--- src/rtl/uart_sfb_pkg.sv ---
// Constants, field layouts and state encoding of the two-channel serial block
// Contract
// Any status write clears all flags
// Framing flag from start/stop, each reception
// Error flags zero in transmit mode
// Overrun when unread character gets replaced
// Unread state survives enable toggling
// Software reads buffer after every character
// Parity flag from mismatch, each character
// Full set by write, cleared on load
// Full flag zero in receive mode
// Software waits full low before writing
// Frame is start, data, parity, stop
// Data length five to eight bits
// One/two stops, LSB/MSB first selectable
// Line polarity positive or inverted
// Baud counter counts selected clock
// Twelve-bit count, period equals count plus one
// Receive mode drives transmit pin high
// Length code 00=8 to 11=5
// Parity code even, odd, none
// Single selects reset to zero
// Clock select 00 low, 1x high
// Status bits 7..4 read zero
// Two identical independent channels
package uart_sfb_pkg;

	// ==========================================================
	// Register map: word index = byte address / 4
	localparam int          CH_COUNT    = 2;
	localparam logic [11:0] REG_PAGE    = 12'hF29;
	localparam logic [2:0]  OFF_BUF     = 3'h0;
	localparam logic [2:0]  OFF_CON     = 3'h1;
	localparam logic [2:0]  OFF_MOD0    = 3'h2;
	localparam logic [2:0]  OFF_MOD1    = 3'h3;
	localparam logic [2:0]  OFF_BRTL    = 3'h4;
	localparam logic [2:0]  OFF_BRTH    = 3'h5;
	localparam logic [2:0]  OFF_STAT    = 3'h6;
	localparam logic [15:0] STAT0_IDX   = 16'hF296;
	localparam logic [15:0] STAT1_IDX   = 16'hF29E;

	// ==========================================================
	// Field positions
	localparam int CON_EN      = 0;
	localparam int MOD0_IO     = 0;
	localparam int MOD0_CK_HI  = 2;
	localparam int MOD1_LG_LSB = 0;
	localparam int MOD1_PT_ODD = 2;
	localparam int MOD1_PT_OFF = 3;
	localparam int MOD1_STP    = 4;
	localparam int MOD1_NEG    = 5;
	localparam int MOD1_DIR    = 6;
	localparam int STAT_FER    = 0;
	localparam int STAT_OER    = 1;
	localparam int STAT_PER    = 2;
	localparam int STAT_FUL    = 3;

	// ==========================================================
	// Write masks and reset values
	localparam logic [7:0]  MOD0_MASK   = 8'h37;
	localparam logic [7:0]  MOD1_MASK   = 8'h7F;
	localparam logic [3:0]  BRTH_MASK   = 4'hF;
	localparam logic [7:0]  MODE_RESET  = 8'h00;
	localparam logic [11:0] BRT_RESET   = 12'hFFF;
	localparam logic [7:0]  BUF_RESET   = 8'h00;

	// ==========================================================
	// Clock dividers for the baud clock sources
	localparam int LS_DIV_DEFAULT = 3815;
	localparam int HS_DIV_DEFAULT = 1;

	typedef enum logic [4:0] {
		ST_IDLE   = 5'h01,
		ST_START  = 5'h02,
		ST_DATA   = 5'h04,
		ST_PARITY = 5'h08,
		ST_STOP   = 5'h10
	} line_state_type;

endpackage

--- src/rtl/uart_baud_gen.sv ---
// Baud rate generator: one period per count+1 selected clock pulses
`timescale 1ns/1ns
module uart_baud_gen #(
	parameter int CNT_W = 12
) (
	// Clock and reset
	input  wire logic             i_clk,
	input  wire logic             i_rstn,
	// Control
	input  wire logic             i_run,
	input  wire logic             i_restart,
	input  wire logic             i_clk_en,
	input  wire logic [CNT_W-1:0] i_count,
	// Period events
	output logic                  o_tick,
	output logic                  o_mid
);

	logic [CNT_W-1:0] cnt_reg;

	// counts the selected clock only
	assign o_tick = i_run && !i_restart && i_clk_en && (cnt_reg == i_count);
	assign o_mid  = i_run && !i_restart && i_clk_en && (cnt_reg == (i_count >> 1));

	// wraps after count plus one pulses
	always_ff @(posedge i_clk or negedge i_rstn) begin
		if (!i_rstn) begin
			cnt_reg <= '0;
		end else if (!i_run || i_restart) begin
			cnt_reg <= '0;
		end else if (i_clk_en) begin
			if (cnt_reg >= i_count)
				cnt_reg <= '0;
			else
				cnt_reg <= cnt_reg + 1'b1;
		end
	end

endmodule // uart_baud_gen

--- src/rtl/uart_status_format_baud.sv ---
// Two-channel asynchronous serial unit with AHB-Lite register slave
`timescale 1ns/1ns
module uart_status_format_baud #(
	parameter int LS_DIV = uart_sfb_pkg::LS_DIV_DEFAULT,
	parameter int HS_DIV = uart_sfb_pkg::HS_DIV_DEFAULT
) (
	// Clock and reset
	input  wire logic        i_clk,
	input  wire logic        i_rstn,
	// AHB-Lite slave
	input  wire logic        i_hsel,
	input  wire logic [31:0] i_haddr,
	input  wire logic [1:0]  i_htrans,
	input  wire logic        i_hwrite,
	input  wire logic [2:0]  i_hsize,
	input  wire logic [31:0] i_hwdata,
	input  wire logic        i_hready,
	output logic      [31:0] o_hrdata,
	output logic             o_hreadyout,
	output logic             o_hresp,
	// Serial lines
	input  wire logic [1:0]  i_serial_rx_pin,
	output logic      [1:0]  o_serial_tx_pin
);

	localparam int NC = uart_sfb_pkg::CH_COUNT;

	// ==========================================================
	// Helper functions
	function automatic logic [2:0] bit_pos(input logic [2:0] cnt, input logic [2:0] last,
		input logic msb);
		return msb ? 3'(last - cnt) : cnt;
	endfunction

	// even parity bit is xor of data, odd inverts
	function automatic logic calc_parity(input logic [7:0] data, input logic [2:0] last,
		input logic odd);
		logic [7:0] mask;
		mask = 8'hFF >> (3'h7 - last);
		return (^(data & mask)) ^ odd;
	endfunction

	// ==========================================================
	// Registers
	logic [7:0]  mod0_reg   [NC];
	logic [7:0]  mod1_reg   [NC];
	logic [11:0] brt_reg    [NC];
	logic        en_reg     [NC];
	logic [7:0]  txbuf_reg  [NC];
	logic [7:0]  rxbuf_reg  [NC];
	logic        full_reg   [NC];
	logic        fer_reg    [NC];
	logic        oer_reg    [NC];
	logic        per_reg    [NC];
	logic        unread_reg [NC];
	logic [1:0]  rx_meta_reg;
	logic [1:0]  rx_sync_reg;
	logic [1:0]  tx_pin_reg;

	uart_sfb_pkg::line_state_type state_reg [NC];
	logic [2:0]  bitcnt_reg    [NC];
	logic        stopcnt_reg   [NC];
	logic [7:0]  shift_reg     [NC];
	logic        par_bit_reg   [NC];
	logic        start_bad_reg [NC];
	logic        stop_bad_reg  [NC];

	logic [15:0] ls_cnt_reg;
	logic [15:0] hs_cnt_reg;
	logic        ls_en;
	logic        hs_en;

	// Bus data phase
	logic        dp_valid_reg;
	logic        dp_write_reg;
	logic        dp_ch_reg;
	logic [2:0]  dp_off_reg;
	logic        wr_en;
	logic        rd_en;
	logic [7:0]  wdata;
	logic [7:0]  rd8;

	// Per-channel combinational terms
	logic        is_rx     [NC];
	logic [2:0]  last      [NC];
	logic        has_par   [NC];
	logic        rx_line   [NC];
	logic        step      [NC];
	logic        load      [NC];
	logic        restart   [NC];
	logic        stop_last [NC];
	logic        rx_done   [NC];
	logic        tx_end    [NC];
	logic        tx_level  [NC];
	logic        clk_sel   [NC];
	logic        tick      [NC];
	logic        mid       [NC];
	logic [15:0] acc_idx;
	logic        acc_hit;

	function automatic logic wr_sel(input int c, input logic [2:0] off);
		return wr_en && (dp_ch_reg == c[0]) && (dp_off_reg == off);
	endfunction

	// ==========================================================
	// Baud clock sources as enable pulses
	assign ls_en = (ls_cnt_reg == 16'(LS_DIV - 1));
	assign hs_en = (hs_cnt_reg == 16'(HS_DIV - 1));

	always_ff @(posedge i_clk or negedge i_rstn) begin
		if (!i_rstn) begin
			ls_cnt_reg <= 16'h0000;
			hs_cnt_reg <= 16'h0000;
		end else begin
			ls_cnt_reg <= ls_en ? 16'h0000 : ls_cnt_reg + 16'h0001;
			hs_cnt_reg <= hs_en ? 16'h0000 : hs_cnt_reg + 16'h0001;
		end
	end

	// ==========================================================
	// AHB-Lite address phase capture
	assign acc_idx = i_haddr[17:2];
	assign acc_hit = (i_haddr[31:18] == 14'h0000) && (acc_idx[15:4] == uart_sfb_pkg::REG_PAGE)
		&& (acc_idx[2:0] != 3'h7);
	assign o_hreadyout = 1'b1;
	assign o_hresp     = 1'b0;

	always_ff @(posedge i_clk or negedge i_rstn) begin
		if (!i_rstn) begin
			dp_valid_reg <= 1'b0;
			dp_write_reg <= 1'b0;
			dp_ch_reg    <= 1'b0;
			dp_off_reg   <= 3'h0;
		end else if (i_hready) begin
			dp_valid_reg <= i_hsel && i_htrans[1] && acc_hit;
			dp_write_reg <= i_hwrite;
			dp_ch_reg    <= acc_idx[3];
			dp_off_reg   <= acc_idx[2:0];
		end
	end

	assign wr_en = dp_valid_reg && dp_write_reg;
	assign rd_en = dp_valid_reg && !dp_write_reg;
	assign wdata = i_hwdata[7:0];

	// ==========================================================
	// Read data mux
	always_comb begin
		case (dp_off_reg)
			uart_sfb_pkg::OFF_BUF:  rd8 = is_rx[dp_ch_reg] ? rxbuf_reg[dp_ch_reg] : txbuf_reg[dp_ch_reg];
			uart_sfb_pkg::OFF_CON:  rd8 = {7'h00, en_reg[dp_ch_reg]};
			uart_sfb_pkg::OFF_MOD0: rd8 = mod0_reg[dp_ch_reg];
			uart_sfb_pkg::OFF_MOD1: rd8 = mod1_reg[dp_ch_reg];
			uart_sfb_pkg::OFF_BRTL: rd8 = brt_reg[dp_ch_reg][7:0];
			uart_sfb_pkg::OFF_BRTH: rd8 = {4'h0, brt_reg[dp_ch_reg][11:8]};
			// upper status bits read zero
			uart_sfb_pkg::OFF_STAT: rd8 = {4'h0, full_reg[dp_ch_reg], per_reg[dp_ch_reg],
				oer_reg[dp_ch_reg], fer_reg[dp_ch_reg]};
			default:                rd8 = 8'h00;
		endcase
		o_hrdata = rd_en ? {24'h000000, rd8} : 32'h00000000;
	end

	// ==========================================================
	// Receive line synchroniser
	always_ff @(posedge i_clk or negedge i_rstn) begin
		if (!i_rstn) begin
			rx_meta_reg <= 2'h3;
			rx_sync_reg <= 2'h3;
		end else begin
			rx_meta_reg <= i_serial_rx_pin;
			rx_sync_reg <= rx_meta_reg;
		end
	end

	// ==========================================================
	// Per-channel decode of format and events
	always_comb begin
		for (int c = 0; c < NC; c++) begin
			is_rx[c]   = mod0_reg[c][uart_sfb_pkg::MOD0_IO];
			// R18: length code gives last bit index
			last[c]    = 3'(3'h7 - mod1_reg[c][uart_sfb_pkg::MOD1_LG_LSB +: 2]);
			has_par[c] = !mod1_reg[c][uart_sfb_pkg::MOD1_PT_OFF];
			// inverted line logic
			rx_line[c] = rx_sync_reg[c] ^ mod1_reg[c][uart_sfb_pkg::MOD1_NEG];
			// 00 low speed, 1x high speed
			clk_sel[c] = mod0_reg[c][uart_sfb_pkg::MOD0_CK_HI] ? hs_en : ls_en;
			step[c]    = is_rx[c] ? mid[c] : tick[c];
			load[c]    = en_reg[c] && !is_rx[c] && (state_reg[c] == uart_sfb_pkg::ST_IDLE)
				&& full_reg[c];
			restart[c] = load[c] || (en_reg[c] && is_rx[c]
				&& (state_reg[c] == uart_sfb_pkg::ST_IDLE) && !rx_line[c]);
			// one or two stop bits
			stop_last[c] = (state_reg[c] == uart_sfb_pkg::ST_STOP) && step[c]
				&& (stopcnt_reg[c] == mod1_reg[c][uart_sfb_pkg::MOD1_STP]);
			rx_done[c] = stop_last[c] && is_rx[c];
			tx_end[c]  = stop_last[c] && !is_rx[c];
			// start, data, parity, stop order
			case (state_reg[c])
				uart_sfb_pkg::ST_START:  tx_level[c] = 1'b0;
				uart_sfb_pkg::ST_DATA:   tx_level[c] = shift_reg[c][bit_pos(bitcnt_reg[c], last[c],
					mod1_reg[c][uart_sfb_pkg::MOD1_DIR])];
				uart_sfb_pkg::ST_PARITY: tx_level[c] = calc_parity(shift_reg[c], last[c],
					mod1_reg[c][uart_sfb_pkg::MOD1_PT_ODD]);
				default:                 tx_level[c] = 1'b1;
			endcase
		end
	end

	// ==========================================================
	// Channel instances of the baud generator
	// identical generator per channel
	for (genvar g = 0; g < NC; g++) begin : g_baud
		uart_baud_gen #(
			.CNT_W (12)
		) u_baud (
			.i_clk     (i_clk),
			.i_rstn    (i_rstn),
			.i_run     (en_reg[g]),
			.i_restart (restart[g]),
			.i_clk_en  (clk_sel[g]),
			.i_count   (brt_reg[g]),
			.o_tick    (tick[g]),
			.o_mid     (mid[g])
		);
	end

	// ==========================================================
	// Software-written configuration
	always_ff @(posedge i_clk or negedge i_rstn) begin
		if (!i_rstn) begin
			for (int c = 0; c < NC; c++) begin
				// selects reset to zero
				mod0_reg[c]  <= uart_sfb_pkg::MODE_RESET;
				mod1_reg[c]  <= uart_sfb_pkg::MODE_RESET;
				brt_reg[c]   <= uart_sfb_pkg::BRT_RESET;
				en_reg[c]    <= 1'b0;
				txbuf_reg[c] <= uart_sfb_pkg::BUF_RESET;
			end
		end else begin
			for (int c = 0; c < NC; c++) begin
				if (wr_sel(c, uart_sfb_pkg::OFF_MOD0))
					mod0_reg[c] <= wdata & uart_sfb_pkg::MOD0_MASK;
				if (wr_sel(c, uart_sfb_pkg::OFF_MOD1))
					mod1_reg[c] <= wdata & uart_sfb_pkg::MOD1_MASK;
				// twelve-bit count from low and high
				if (wr_sel(c, uart_sfb_pkg::OFF_BRTL))
					brt_reg[c][7:0] <= wdata;
				if (wr_sel(c, uart_sfb_pkg::OFF_BRTH))
					brt_reg[c][11:8] <= wdata[3:0] & uart_sfb_pkg::BRTH_MASK;
				if (wr_sel(c, uart_sfb_pkg::OFF_BUF) && !is_rx[c])
					txbuf_reg[c] <= wdata;
				// Transmit stops itself when nothing is queued
				if (wr_sel(c, uart_sfb_pkg::OFF_CON))
					en_reg[c] <= wdata[uart_sfb_pkg::CON_EN];
				else if (tx_end[c] && !full_reg[c] && !wr_sel(c, uart_sfb_pkg::OFF_BUF))
					en_reg[c] <= 1'b0;
			end
		end
	end

	// ==========================================================
	// Frame sequencer, shared by transmit and receive
	always_ff @(posedge i_clk or negedge i_rstn) begin
		if (!i_rstn) begin
			for (int c = 0; c < NC; c++) begin
				state_reg[c]     <= uart_sfb_pkg::ST_IDLE;
				bitcnt_reg[c]    <= 3'h0;
				stopcnt_reg[c]   <= 1'b0;
				shift_reg[c]     <= 8'h00;
				par_bit_reg[c]   <= 1'b0;
				start_bad_reg[c] <= 1'b0;
				stop_bad_reg[c]  <= 1'b0;
			end
		end else begin
			for (int c = 0; c < NC; c++) begin
				if (!en_reg[c]) begin
					state_reg[c] <= uart_sfb_pkg::ST_IDLE;
				end else begin
					case (state_reg[c])
						uart_sfb_pkg::ST_IDLE: begin
							if (load[c])
								shift_reg[c] <= txbuf_reg[c];
							if (restart[c])
								state_reg[c] <= uart_sfb_pkg::ST_START;
						end
						uart_sfb_pkg::ST_START: begin
							if (step[c]) begin
								if (is_rx[c])
									shift_reg[c] <= 8'h00;
								start_bad_reg[c] <= is_rx[c] && rx_line[c];
								stop_bad_reg[c]  <= 1'b0;
								bitcnt_reg[c]    <= 3'h0;
								state_reg[c]     <= uart_sfb_pkg::ST_DATA;
							end
						end
						uart_sfb_pkg::ST_DATA: begin
							if (step[c]) begin
								// bit order select
								if (is_rx[c])
									shift_reg[c][bit_pos(bitcnt_reg[c], last[c],
										mod1_reg[c][uart_sfb_pkg::MOD1_DIR])] <= rx_line[c];
								bitcnt_reg[c]  <= bitcnt_reg[c] + 3'h1;
								stopcnt_reg[c] <= 1'b0;
								if (bitcnt_reg[c] == last[c])
									state_reg[c] <= has_par[c] ? uart_sfb_pkg::ST_PARITY
										: uart_sfb_pkg::ST_STOP;
							end
						end
						uart_sfb_pkg::ST_PARITY: begin
							if (step[c]) begin
								par_bit_reg[c] <= rx_line[c];
								state_reg[c]   <= uart_sfb_pkg::ST_STOP;
							end
						end
						uart_sfb_pkg::ST_STOP: begin
							if (step[c]) begin
								stop_bad_reg[c] <= stop_bad_reg[c] || (is_rx[c] && !rx_line[c]);
								stopcnt_reg[c]  <= 1'b1;
								if (stop_last[c])
									state_reg[c] <= uart_sfb_pkg::ST_IDLE;
							end
						end
						default: state_reg[c] <= uart_sfb_pkg::ST_IDLE;
					endcase
				end
			end
		end
	end

	// ==========================================================
	// Status flags and receive buffer
	always_ff @(posedge i_clk or negedge i_rstn) begin
		if (!i_rstn) begin
			for (int c = 0; c < NC; c++) begin
				full_reg[c]   <= 1'b0;
				fer_reg[c]    <= 1'b0;
				oer_reg[c]    <= 1'b0;
				per_reg[c]    <= 1'b0;
				unread_reg[c] <= 1'b0;
				rxbuf_reg[c]  <= uart_sfb_pkg::BUF_RESET;
			end
		end else begin
			for (int c = 0; c < NC; c++) begin
				// full held low in receive mode
				if (is_rx[c])
					full_reg[c] <= 1'b0;
				// set by buffer write, cleared on load
				else if (wr_sel(c, uart_sfb_pkg::OFF_BUF))
					full_reg[c] <= 1'b1;
				else if (load[c])
					full_reg[c] <= 1'b0;
				// any status write clears
				else if (wr_sel(c, uart_sfb_pkg::OFF_STAT))
					full_reg[c] <= 1'b0;

				// errors held low in transmit mode
				if (!is_rx[c]) begin
					fer_reg[c] <= 1'b0;
					oer_reg[c] <= 1'b0;
					per_reg[c] <= 1'b0;
				end else if (rx_done[c]) begin
					// start or stop bit invalid
					fer_reg[c] <= start_bad_reg[c] || stop_bad_reg[c] || !rx_line[c];
					// parity mismatch on each character
					per_reg[c] <= has_par[c] && (par_bit_reg[c] != calc_parity(shift_reg[c],
						last[c], mod1_reg[c][uart_sfb_pkg::MOD1_PT_ODD]));
					// previous character still unread
					oer_reg[c] <= unread_reg[c]
						|| (oer_reg[c] && !wr_sel(c, uart_sfb_pkg::OFF_STAT));
				end else if (wr_sel(c, uart_sfb_pkg::OFF_STAT)) begin
					fer_reg[c] <= 1'b0;
					oer_reg[c] <= 1'b0;
					per_reg[c] <= 1'b0;
				end

				// cleared only by a buffer read
				if (rx_done[c]) begin
					unread_reg[c] <= 1'b1;
					rxbuf_reg[c]  <= shift_reg[c];
				end else if (rd_en && dp_ch_reg == c[0] && dp_off_reg == uart_sfb_pkg::OFF_BUF
					&& is_rx[c]) begin
					unread_reg[c] <= 1'b0;
				end
			end
		end
	end

	// ==========================================================
	// Transmit pins
	always_ff @(posedge i_clk or negedge i_rstn) begin
		if (!i_rstn) begin
			tx_pin_reg <= 2'h3;
		end else begin
			for (int c = 0; c < NC; c++) begin
				// receive mode drives high
				if (is_rx[c])
					tx_pin_reg[c] <= 1'b1;
				else
					tx_pin_reg[c] <= tx_level[c] ^ mod1_reg[c][uart_sfb_pkg::MOD1_NEG];
			end
		end
	end

	assign o_serial_tx_pin = tx_pin_reg;

endmodule // uart_status_format_baud

--- config.mk ---
export PLATFORM = sky130hd
export DESIGN_NAME = uart_status_format_baud
export DESIGN_NICKNAME = d
export VERILOG_FILES = /design/src/rtl/uart_sfb_pkg.sv /design/src/rtl/uart_baud_gen.sv /design/src/rtl/uart_status_format_baud.sv
export SDC_FILE = /design/constraint.sdc
export NUM_CORES = 1
export LEC_CHECK = 0
export ABC_CLOCK_PERIOD_IN_PS = 5400
export BUFFER_PORTS_ARGS = -buffer_cell sky130_fd_sc_hd__buf_2
export CAP_MARGIN = 30
export CORE_ASPECT_RATIO = 0.7
export CORE_UTILIZATION = 65
export CTS_CLUSTER_DIAMETER = 100
export DETAILED_ROUTE_END_ITERATION = 10
export GPL_TIMING_DRIVEN = 0
export PLACE_DENSITY = 0.86
export SLEW_MARGIN = 20
export SYNTH_ARGS = -nofsm -noshare
export SYNTH_HDL_FRONTEND = slang
export SYNTH_SLANG_ARGS = --single-unit
--- constraint.sdc ---
create_clock -name i_clk -period 5.4 [get_ports i_clk]
set_input_delay 0.27 -clock i_clk [delete_from_list [all_inputs] [get_ports i_clk]]
set_output_delay 0.27 -clock i_clk [all_outputs]
set_load 0.05 [all_outputs]
==> impl_metrics.tcl <==
set metrics [dict create \
    drc_errors 0 \
    finalCritPeriodShare_pct 64.8 \
    synth_warnings 0 \
    grt_pass1_vias 9627 \
    syn_avg_cell_area_um2 9.96 \
    first_pass_iters 6 \
    power.total_uw 3180 \
    fin_cells 1558 \
    path_delay_family "buffers and inverters" \
    route.met2.wl_mm 14.0 \
    dieHeight_um 116 \
    status "finished, final reports clean" \
    syn_inst 1203 \
    worstSkewPairLatency_ps 450 \
    relSlewSlack_pct 37.0 \
    cts_resized 0 \
    drive_gt1_share_pct 20.2 \
    route.met3.wl_mm 3.56 \
    rows 41 \
    gp_congestion 1.08 \
    drtAntennaViolNets 0 \
    critPathArrivalTime_ps 3230 \
    hp-class "input pin to register" \
    via_per_inst 6.50 \
    drv_slew 0 \
    p_seq_share_pct 48.2 \
    dp_cells 1520 \
    fin_crit_ps 3500 \
    synth_edf_count 0 \
    area_growth_pct 11.7 \
    slowest_stage "buf_1" \
    tightest_slew_ps 938 \
    postCtsSetupRepairBufs 0 \
    nFillCells 1231 \
    post_synth_num_cell_types 82 \
    wl_met1_mm 13.8 \
    postRouteWirelength_mm 32.1 \
    setup_viol 0 \
    seq_area_um2 5040 \
    async_reset_ff_share_pct 100 \
    clock_skew_ps 10.5 \
    cts-htree-levels 4 \
    grt-ovfl-total 0 \
    io_buffers 52 \
    drt-initial-drc-count 1249 \
    path_clk_slew_ps 80 \
    cp-end-kind "output pin" \
    swShare_pct 26.9 \
    start_util_pct 66.5 \
    final-hold-violation-count 0 \
    cellInternalPower_uw 2330 \
    criticalPathCategory "register to output pin" \
    crit_fanout 10 \
    startpoint_type "register" \
    dpl.hpwl_mm 22.9 \
    rsz0062_at_grt "no" \
    path_buf_inv 3 \
    core_um2 18000 \
    p_per_area_nw_per_um2 238 \
    wire_per_inst_um 20.6 \
    grt_pass1_wl_mm 51.2 \
    clk_root_buffer_cell "clkbuf_16" \
    power_leakage_uw 0.00605 \
    top_layer "met4" \
    fmax_mhz 286 \
    synth_flop_cell "dfrtp_1" \
    diodes 0 \
    required_ps 5130 \
    switchingPower_uw 855 \
    netlist_area_um2 12000 \
    grt_util_all_layers_pct 35.5 \
    critical_path.cell_chain "clkbuf_1, buf_1, mux4_2, a221oi_1, nor2_1, buf_2" \
    cts.sinks 200 \
    vias 10100 \
    max_stage_delay_ps 650 \
    antenna_found_initial 0 \
    pin_count 112 \
    ir_worst_vdd_v 0.000173 \
    power_frac_comb_pct 9.2 \
    cts_buffers 17 \
    holdBufCountCts 3 \
    die-width_um 164 \
    seq_area_frac_synth_pct 42.1 \
    clk_path_buf_depth 2 \
    pwr-share-clk_pct 42.6 \
    cts_tree "done" \
    maxCapViolCount 0 \
    dieArea_um2 19000 \
    fin_nets 1423 \
    synth-seq-cells 200 \
    grt_max_degree 103 \
    multi_input_area_um2 6510 \
    fin_setup_tns_ps 0 \
]
[routing by layer]
metal | vias up | GRT usage, %
met5 | - | 0
met4 | 0 | 10.1
met3 | 82 | 10.1
met2 | 588 | 53.2
met1 | 4922 | 50.6
li1 | 4534 | -
[synth_stat cells, types with 3 or more instances]
cell type	instances	area [um2]
dfrtp_1	168	4200
ha_1	36	450
clkbuf_1	36	135
mux4_2	10	225
a31oi_1	35	219
or2_2	8	50.1
dfstp_2	32	841
nand2b_1	12	75.1
inv_1	45	169
xnor2_1	39	342
o2bb2ai_1	13	114
nand4_1	13	81.3
and4_1	3	26.3
nor3b_1	9	67.6
nor2b_1	18	113
a22oi_1	12	90.1
a21boi_0	9	67.6
nand2_1	114	428
nand3_1	54	270
nor4bb_1	3	30.0
mux2i_1	26	260
a21o_1	6	45.0
a221oi_1	5	43.8
nand3b_1	14	105
and2_1	7	43.8
or3_1	10	62.6
o21bai_1	3	22.5
a21oi_1	32	160
o21ai_0	76	380
mux2_2	74	833
a32o_1	4	40.0
xor2_1	38	333
nor3_1	21	105
and3_1	26	163
o211ai_1	3	22.5
nor2_1	72	270
a32oi_1	3	26.3
buf_4	28	210
nor4_1	12	75.1
nor4b_1	3	26.3
nand4b_1	3	26.3
a2111oi_0	3	26.3
a22o_1	5	43.8
o22ai_1	7	43.8
[cell type report]
cell class	count	share of cell area (%)
clock buffer	19	3.55
inverter	45	1.26
multi-input combinational	914	48.6
clock inverter	13	1.08
buffer	68	2.71
timing repair buffer	63	2.88
tap	236	2.21
sequential	200	37.7
[metrics by stage]
stage	hold slack [ps]	util, %	instance area (um2)	setup slack (ps)
6_report	62.1	74.3	13400	1900
5_1_grt	53.1	74.3	13400	1730
4_1_cts	51.4	74.2	13400	1950
3_5_place_dp	71.5	70.6	12700	2210
3_3_place_gp	347	70.1	12600	807
2_1_floorplan	-25.6	-	12100	2660
[power groups by stage]
stage | combinational (uW) | clock, uW | sequential (uW)
6_report | 293 | 1360 | 1530
5_1_grt | 312 | 1420 | 1530
4_1_cts | 283 | 1360 | 1530
3_5_place_dp | 279 | 0 | 1560
3_3_place_gp | 268 | 0 | 1560
2_1_floorplan | 178 | 0 | 1560
[layout by cell type, fill, tap and decap left out, types with 26 or more instances in the layout]
| master | n |
|---|---|
| a21oi_1 | 32 |
| a31oi_1 | 35 |
| and3_1 | 26 |
| buf_2 | 56 |
| buf_4 | 28 |
| clkbuf_1 | 36 |
| conb_1 | 26 |
| dfrtp_1 | 168 |
| dfstp_2 | 32 |
| ha_1 | 36 |
| inv_1 | 45 |
| mux2_2 | 74 |
| mux2i_1 | 26 |
| nand2_1 | 114 |
| nand3_1 | 54 |
| nor2_1 | 72 |
| o21ai_0 | 76 |
| xnor2_1 | 39 |
| xor2_1 | 38 |
[cell families (layout without fill, tap and decap cells)]
| family | Yosys count | after routing | synth area share [%] |
|---|---|---|---|
| and+or+nand+nor | 414 | 414 | 18.2 |
| AOI/OAI and AO/OA | 244 | 244 | 13.8 |
| buffers and inverters | 113 | 208 | 4.44 |
| DFF | 200 | 200 | 42.1 |
| muxes | 114 | 114 | 11.5 |
| adders and majority gates | 38 | 38 | 4.09 |
| xor gates and xnor gates | 78 | 78 | 5.82 |
| other | 2 | 26 | 0.0627 |
[worst reg2reg max path: cells and delay by family (launching register included)]
family	cells	cell delay [ps]
simple gates	2	750
mux	1	280
flops	1	480
xor+xnor	1	650
compound gates	2	950
[worst paths after layout]
| kind | slack [ps] | depth (start not counted) | endpoint | start |
|---|---|---|---|---|
| max | 1900 | 6 | o_hrdata[3] | dp_ch_reg |
| min | 60 | 2 | dp_write_reg | i_hwrite |
| max reg2reg | 2150 | 6 | shift_reg[4] | mod1_reg[5] |
| min reg2reg | 360 | 0 | rx_sync_reg[0] | rx_meta_reg[0] |
| max in group asynchronous | 4470 | 3 | brt_reg[8] | i_rstn |
| min in group asynchronous | 230 | 2 | bitcnt_reg[3] | i_rstn |
No activity file was read; power rests on OpenSTA's default activity.
